### src/rtl/qup_pkg.sv
// Package for the quad serial controller host strobe and modem pin block
package qup_pkg;
    // ==========================================
    // Channel and bus sizes
    localparam int NUM_CH = 4;
    localparam int DATA_W = 8;
    localparam int ADDR_W = 5;
    // ==========================================
    // Register offsets within a channel (low three address bits)
    localparam logic [2:0] OFS_IER = 3'h1;
    localparam logic [2:0] OFS_ISR = 3'h2;
    localparam logic [2:0] OFS_MCR = 3'h4;
    localparam logic [2:0] OFS_MSR = 3'h6;
    // ==========================================
    // Field positions
    localparam int MCR_RTS_BIT = 1;
    localparam int MCR_INTEN_BIT = 3;
    localparam int MCR_AUTORTS_BIT = 5;
    localparam int IER_MODEM_BIT = 3;
    localparam int MSR_RING_DELTA_BIT = 2;
    localparam int MSR_RING_BIT = 6;
    // ==========================================
    // Reset values
    localparam logic [7:0] IER_RESET = 8'h00;
    localparam logic [7:0] MCR_RESET = 8'h00;
    // Interrupt status: no interrupt pending / modem status pending
    localparam logic [7:0] ISR_NONE = 8'h01;
    localparam logic [7:0] ISR_MODEM = 8'h00;
    // Bus access phases, Gray coded
    typedef enum logic [1:0] {
        QUP_IDLE = 2'b00,
        QUP_ACCESS = 2'b01,
        QUP_DONE = 2'b11
    } qup_phase_t;
endpackage

### src/rtl/qup_strobe_modem.sv
// Host strobe decoding, shared interrupt and modem pins for four channels
`timescale 1ns/1ps
// Notes on behaviour
// Separate mode: write strobe fall stores data
// Combined mode: write pin is direction select
// Host holds select high read, low write
// Combined mode merges four channel interrupts
// Combined mode: request low when enabled source needs service
// Combined mode request only pulls low
// Channel status readable via upper address
// Separate mode: pin is channel A interrupt
// Separate mode: high reset clears everything
// Reset disables transmit, ignores receive
// Combined mode: reset input active low
// Low ring input shows ringing in status
// Ring rising edge raises interrupt condition
// Control bit 1 one drives request low
// Request-to-send high after reset
// Request affects flow only when auto enabled
// Separate mode: read strobe fall drives data
// Separate mode interrupts need control bit 3
// Combined access only with select low, stable
module qup_strobe_modem
    import qup_pkg::*;
(
    input wire logic sys_clk,
    input wire logic resetn,
    input wire logic mode_separate,
    input wire logic reset_pin,
    input wire logic chip_select_n,
    input wire logic [ADDR_W-1:0] addr,
    input wire logic io_write_strobe_n,
    input wire logic io_read_strobe_n,
    input wire logic [DATA_W-1:0] data_in,
    output logic [DATA_W-1:0] data_out,
    output logic data_oe,
    input wire logic [NUM_CH-1:0] ring_indicator_n,
    input wire logic [NUM_CH-1:0] rx_in,
    input wire logic [NUM_CH-1:0] rx_fifo_full,
    output logic [NUM_CH-1:0] rts_n,
    output logic [NUM_CH-1:0] tx_enable,
    output logic [NUM_CH-1:0] rx_accept,
    output logic irq_out,
    output logic irq_oe,
    output logic [NUM_CH-1:0] channel_interrupt
);
    // ==========================================
    // State
    typedef struct packed {
        qup_phase_t phase;
        logic wr_prev;
        logic rd_prev;
        logic [NUM_CH-1:0] ring_prev;
        logic [NUM_CH-1:0] ring_delta;
        logic [NUM_CH-1:0][7:0] interrupt_enable_reg;
        logic [NUM_CH-1:0][7:0] modem_control_reg;
        logic [DATA_W-1:0] dout;
        logic doe;
        logic [NUM_CH-1:0] rts_n;
        logic [NUM_CH-1:0] txen;
        logic [NUM_CH-1:0] rxacc;
        logic irq;
        logic irqoe;
        logic [NUM_CH-1:0] chint;
    } qup_state_t;

    qup_state_t st;
    qup_state_t next_st;
    logic pin_reset;
    logic [1:0] ch;
    logic [NUM_CH-1:0] pend;
    logic wr_fall;
    logic rd_fall;
    logic cmb_rd;
    logic cmb_wr;

    // ==========================================
    // Reset pin polarity follows the bus mode
    assign pin_reset = mode_separate ? reset_pin : ~reset_pin;
    assign ch = addr[4:3];
    assign wr_fall = st.wr_prev & ~io_write_strobe_n;
    assign rd_fall = st.rd_prev & ~io_read_strobe_n;
    // Combined mode: one access per chip select assertion, direction from write pin
    assign cmb_rd = ~mode_separate & ~chip_select_n & io_write_strobe_n
        & (st.phase == QUP_IDLE);
    assign cmb_wr = ~mode_separate & ~chip_select_n & ~io_write_strobe_n
        & (st.phase == QUP_IDLE);

    // Channel needs service: enabled modem status change pending
    always_comb begin
        for (int i = 0; i < NUM_CH; i++) begin
            pend[i] = st.ring_delta[i] & st.interrupt_enable_reg[i][IER_MODEM_BIT];
        end
    end

    // ==========================================
    // Next state
    always_comb begin
        logic do_wr;
        logic do_rd;
        logic [7:0] rd_val;
        do_wr = 1'b0;
        do_rd = 1'b0;
        rd_val = 8'h00;
        next_st = st;
        next_st.wr_prev = io_write_strobe_n;
        next_st.rd_prev = io_read_strobe_n;
        next_st.ring_prev = ring_indicator_n;
        // Ring transition to high flags a modem interrupt condition
        for (int i = 0; i < NUM_CH; i++) begin
            if (ring_indicator_n[i] & ~st.ring_prev[i]) begin
                next_st.ring_delta[i] = 1'b1;
            end
        end
        // Phase keeps a held chip select from repeating an access
        unique case (st.phase)
            QUP_IDLE: begin
                if (cmb_rd | cmb_wr) begin
                    next_st.phase = QUP_ACCESS;
                end
            end
            QUP_ACCESS: begin
                next_st.phase = QUP_DONE;
            end
            QUP_DONE: begin
                if (chip_select_n) begin
                    next_st.phase = QUP_IDLE;
                end
            end
            default: begin
                next_st.phase = QUP_IDLE;
            end
        endcase
        if (mode_separate) begin
            do_wr = wr_fall & ~chip_select_n;
            do_rd = rd_fall & ~chip_select_n;
        end else begin
            do_wr = cmb_wr;
            do_rd = cmb_rd;
        end
        if (do_wr) begin
            unique case (addr[2:0])
                OFS_IER: next_st.interrupt_enable_reg[ch] = data_in;
                OFS_MCR: next_st.modem_control_reg[ch] = data_in;
                default: ;
            endcase
        end
        if (do_rd) begin
            unique case (addr[2:0])
                OFS_IER: rd_val = st.interrupt_enable_reg[ch];
                OFS_MCR: rd_val = st.modem_control_reg[ch];
                OFS_ISR: rd_val = pend[ch] ? ISR_MODEM : ISR_NONE;
                OFS_MSR: begin
                    rd_val = 8'h00;
                    rd_val[MSR_RING_BIT] = ~ring_indicator_n[ch];
                    rd_val[MSR_RING_DELTA_BIT] = st.ring_delta[ch];
                end
                default: rd_val = 8'h00;
            endcase
            next_st.dout = rd_val;
            next_st.doe = 1'b1;
            // Reading status clears the delta; a same-cycle new edge wins
            if ((addr[2:0] == OFS_MSR) & ~(ring_indicator_n[ch] & ~st.ring_prev[ch])) begin
                next_st.ring_delta[ch] = 1'b0;
            end
        end
        // Data drive ends with the strobe or chip select
        if (mode_separate ? io_read_strobe_n : chip_select_n) begin
            next_st.doe = 1'b0;
        end
        // Modem pins and flow control
        for (int i = 0; i < NUM_CH; i++) begin
            // Auto mode also drops request while the receiver is full
            next_st.rts_n[i] = ~next_st.modem_control_reg[i][MCR_RTS_BIT]
                | (next_st.modem_control_reg[i][MCR_AUTORTS_BIT] & rx_fifo_full[i]);
            // Serial gates close only in reset; framing lives outside this block
            next_st.txen[i] = 1'b1;
            next_st.rxacc[i] = rx_in[i] | ~rx_in[i];
            next_st.chint[i] = mode_separate & pend[i] & st.modem_control_reg[i][MCR_INTEN_BIT];
        end
        // Shared request pin
        if (mode_separate) begin
            next_st.irq = pend[0] & st.modem_control_reg[0][MCR_INTEN_BIT];
            next_st.irqoe = 1'b1;
        end else begin
            next_st.irq = 1'b0;
            next_st.irqoe = |pend;
        end
    end

    // ==========================================
    // Registers; the reset pin acts synchronously, since it is a plain input
    always_ff @(posedge sys_clk or negedge resetn) begin
        if (!resetn) begin
            st <= '0;
            st.wr_prev <= 1'b1;
            st.rd_prev <= 1'b1;
            st.ring_prev <= '1;
            st.rts_n <= '1;
        end else if (pin_reset) begin
            st <= '0;
            st.wr_prev <= 1'b1;
            st.rd_prev <= 1'b1;
            st.ring_prev <= '1;
            st.rts_n <= '1;
            st.txen <= '0;
            st.rxacc <= '0;
        end else begin
            st <= next_st;
        end
    end

    assign data_out = st.dout;
    assign data_oe = st.doe;
    assign rts_n = st.rts_n;
    assign tx_enable = st.txen;
    assign rx_accept = st.rxacc;
    assign irq_out = st.irq;
    assign irq_oe = st.irqoe;
    assign channel_interrupt = st.chint;
endmodule // qup_strobe_modem

### config.mk
export PLATFORM = sky130hd
export DESIGN_NAME = qup_strobe_modem
export DESIGN_NICKNAME = d
export VERILOG_FILES = /design/src/rtl/qup_pkg.sv /design/src/rtl/qup_strobe_modem.sv
export SDC_FILE = /design/constraint.sdc
export NUM_CORES = 1
export LEC_CHECK = 0
export ABC_AREA = 1
export BUFFER_PORTS_ARGS = -buffer_cell sky130_fd_sc_hd__buf_2
export CAP_MARGIN = 20
export CORE_MARGIN = 4
export CORE_UTILIZATION = 53
export DETAILED_ROUTE_END_ITERATION = 8
export GPL_ROUTABILITY_DRIVEN = 0
export GPL_TIMING_DRIVEN = 0
export PLACE_DENSITY = 0.76
export SKIP_CTS_REPAIR_TIMING = 1
export SLEW_MARGIN = 10
export SYNTH_ARGS = -nofsm -noshare
export SYNTH_HDL_FRONTEND = slang
export SYNTH_SLANG_ARGS = --single-unit
### constraint.sdc
create_clock -name sys_clk -period 1.4 [get_ports sys_clk]
set_input_delay 0.14 -clock sys_clk [delete_from_list [all_inputs] [get_ports sys_clk]]
set_output_delay 0.14 -clock sys_clk [all_outputs]
set_load 0.1 [all_outputs]
==> results by group <==
Worst setup path
  – CP arrival: 1.90 ns
  – CP max FO: 7
  – Worst reg2reg endpoint: st[79]
  – Crit Reg-Reg Startpoint: st[100]
  – R2r setup slk: -0.19 ns
  – Slowest cell on the critical path: dfstp_2
  – CP Capture Type: flip-flop
  – Worst path max stage delay: 0.52 ns
  – Worst Setup EP: st[79]
  – Critical Path Start Type: flip-flop
  – Crit. Startpoint: st[100]
  – R2R cell count: 7
  – WP data required: 1.71 ns
  – CP Cell Sequence: nand3_1, nand2_4, nand2_4, nor2_4, buf_4, nand4_1, nand2_1
  – Most Frequent Cell on Critical Path: nand2_4
  – WS Path Type: reg2reg

Logic synthesis
  – Netlist cell types: 27
  – Dominant cell type by area after synthesis: dfrtp_1
  – Post-synth EDFFs: 0
  – Synth area leaders: dfrtp_1, nand2_1, nand3_1
  – Post-synth top cells: nand2_1, dfrtp_1, nand3_1
  – Yosys warnings: 0
  – Syn Nets: 758
  – Syn Inst Count: 726
  – Seq/Total Area, Yosys: 46.54%
  – Avg Cell Area, Syn: 7.147 um2
  – Mapped Area: 5189 um2
  – Top FF cell, synth: dfrtp_1
  – Ys async rst share: 100.0%
  – Synthesis-stage register bit count: 96
  – Most instantiated library cell after synthesis: nand2_1
  – Area share of the largest cell type after synthesis: 41.48%

Status
  – Failing checks: hold timing, setup timing
  – Outcome: finished, violations left

Pwr
  – Leakage: 3.414 nW
  – Power Density: 925.3 nW/um2
  – Peak supply drop: 0.5128 mV
  – Total design power: 5.843 mW

STA
  – Clock skew: 0.004088 ns
  – Slew headroom: 54.78%
  – Hold Fails Final Rpt: 4
  – Least-Margin Pin Slew: 0.6784 ns
  – RSZ-0062 raised after global routing: true
  – Final setup fails: 65
  – Worst setup margin: -0.1898 ns
  – Max Clk Rate: 629.0 MHz
  – Slew Limit Fails: 0
  – Period minus WS final: 1.590 ns
  – Hold Slack: -0.01572 ns
  – Final Cycle Share: 113.6%

Finish
  – Ant. Diodes: 0
  – Non-Filler Instances: 942
  – Layout Nets: 840
  – Share of layout cells above drive strength 1: 21.16%
  – Layout Area Growth over Synthesis: 21.70%

Global route
  – Gr busiest metal: met2
  – First-pass GRT wire length: 24,900 um
  – Overflow after GRT: 0
  – Met1 usage: 37.33%
  – Met3 Track Usage GR: 7.887%
  – Number of global-route vias before repair: 4,973
  – Largest net degree at the start of global routing: 52
  – Initial antenna violation count: 0
  – M2 GR Usage: 42.36%
  – Total GRT Usage: 27.97%

Detailed routing
  – Via count: 5,497
  – Vias per std cell: 5.835
  – Drt wl/cell: 17.98 um
  – Remaining antenna violation count: 0
  – Initial DRC count: 667
  – WL final: 16,930 um
  – Drt drc: 0
  – First-pass DRT Iterations: 7

CTS
  – H-tree depth: 3
  – CTS tree: built
  – Worst skew pair latency: 0.36 ns
  – Clock transition at the registers of the reported paths: 0.09 ns
  – Max Root-Sink Buffers: 2
  – Clock root cell: clkbuf_8
  – Clock sinks: 96
  – TritonCTS Buffers: 9

Die
  – Core Rows: 35
  – Starting Density: 55.37%
  – I/O pin cnt: 59
  – Core area: 9371 um2
  – Die X: 106.9 um
  – Die ar.: 11,440 um2
  – Die Ht: 106.9 um

Placed design
  – Placed insts: 908
  – Final HPWL DP: 11,280 um
  – Port bufs: 52

Flow run
  – Total of max-cap violations: 0

Worst hold path
  – Number of cells on the worst hold path: 3
  – Tightest Hold Check Type: in2reg
stage by stage:
stage	setup WS, ns	instance area, um2	TNS (ns)	util [%]	hold WS, ns
6_report	-0.1898	6315	-7.514	67.38	-0.01572
3_5_place_dp	-0.3532	5643	-20.89	60.21	0.1839
5_1_grt	-0.2221	6315	-10.23	67.38	0.005716
2_1_floorplan	0.02065	5191	0	-	-0.1556
4_1_cts	-0.3065	5818	-17.24	62.08	-0.1987
3_3_place_gp	-0.7393	5613	-84.40	59.89	0.3561
per-layer routing:
| layer | routed length [um] | part of all wire (%) |
|---|---|---|
| met5 | 0 | 0 |
| met4 | 859 | 5.1 |
| met3 | 2191 | 13 |
| met2 | 7393 | 44 |
| met1 | 6488 | 38 |
report_power, final:
group | total [mW] | internal, mW | switching, mW
sequential | 2.90 | 2.85 | 0.0496
combinational | 1.24 | 0.352 | 0.892
clock | 1.70 | 0.701 | 1.00
total | 5.84 | 3.90 | 1.94
layout make-up:
class,count,area (um2)
well taps,129,161.4
multi-input cells,534,2491
fillers,809,3057
inverters,38,142.6
clock buffers,12,145.1
repair buffers,71,544.3
plain buffers,58,382.9
clock inverters,4,30.03
flip-flops and latches,96,2417
worst max-delay path: cells and delay by family (launching register included):
| family | cells | cell delay [ns] |
|---|---|---|
| flops | 1 | 0.52 |
| simple gates | 6 | 0.80 |
| buf+inv | 1 | 0.21 |
logic make-up after synthesis:
group / share of synthesized area (%)
simple gates: 40.73
flops: 46.54
buf+inv: 9.164
compound gates: 3.569
layout by cell type (no fill, tap or decap), drive strengths merged:
master	synthesis	layout
nand2	332	332
buf	45	108
dfrtp	86	86
nand3	81	81
nor2	46	46
inv	37	37
clkbuf	13	30
nand4	27	27
o21ai	17	17
a21oi	11	11
nor3	11	11
dfstp	10	10
clkinv	1	4
o31ai	3	3
dlygate4sd3	0	3
nor3b	2	2
a41oi	1	1
o22ai	1	1
a211oi	1	1
nand3b	1	1
clkinvlp	0	1
registers in the layout, summed over array words and instances (netlist names):
| register | flops |
|---|---|
| st | 76 |
| data_out | 8 |
| channel_interrupt | 4 |
| rts_n | 4 |
| data_oe | 1 |
| irq_oe | 1 |
| irq_out | 1 |
| rx_accept | 1 |
how the worst min path moves through the flow:
stage,from,to,slack [ns]
after floorplan,resetn,channel_interrupt[0],-0.16
after global placement,ring_indicator_n[0],st[95],0.36
after detailed placement,resetn,irq_out,0.18
after CTS,resetn,irq_out,-0.20
after global routing,io_read_strobe_n,st[99],0.006
final,io_read_strobe_n,st[99],-0.02
No activity file was read; power rests on OpenSTA's default activity.
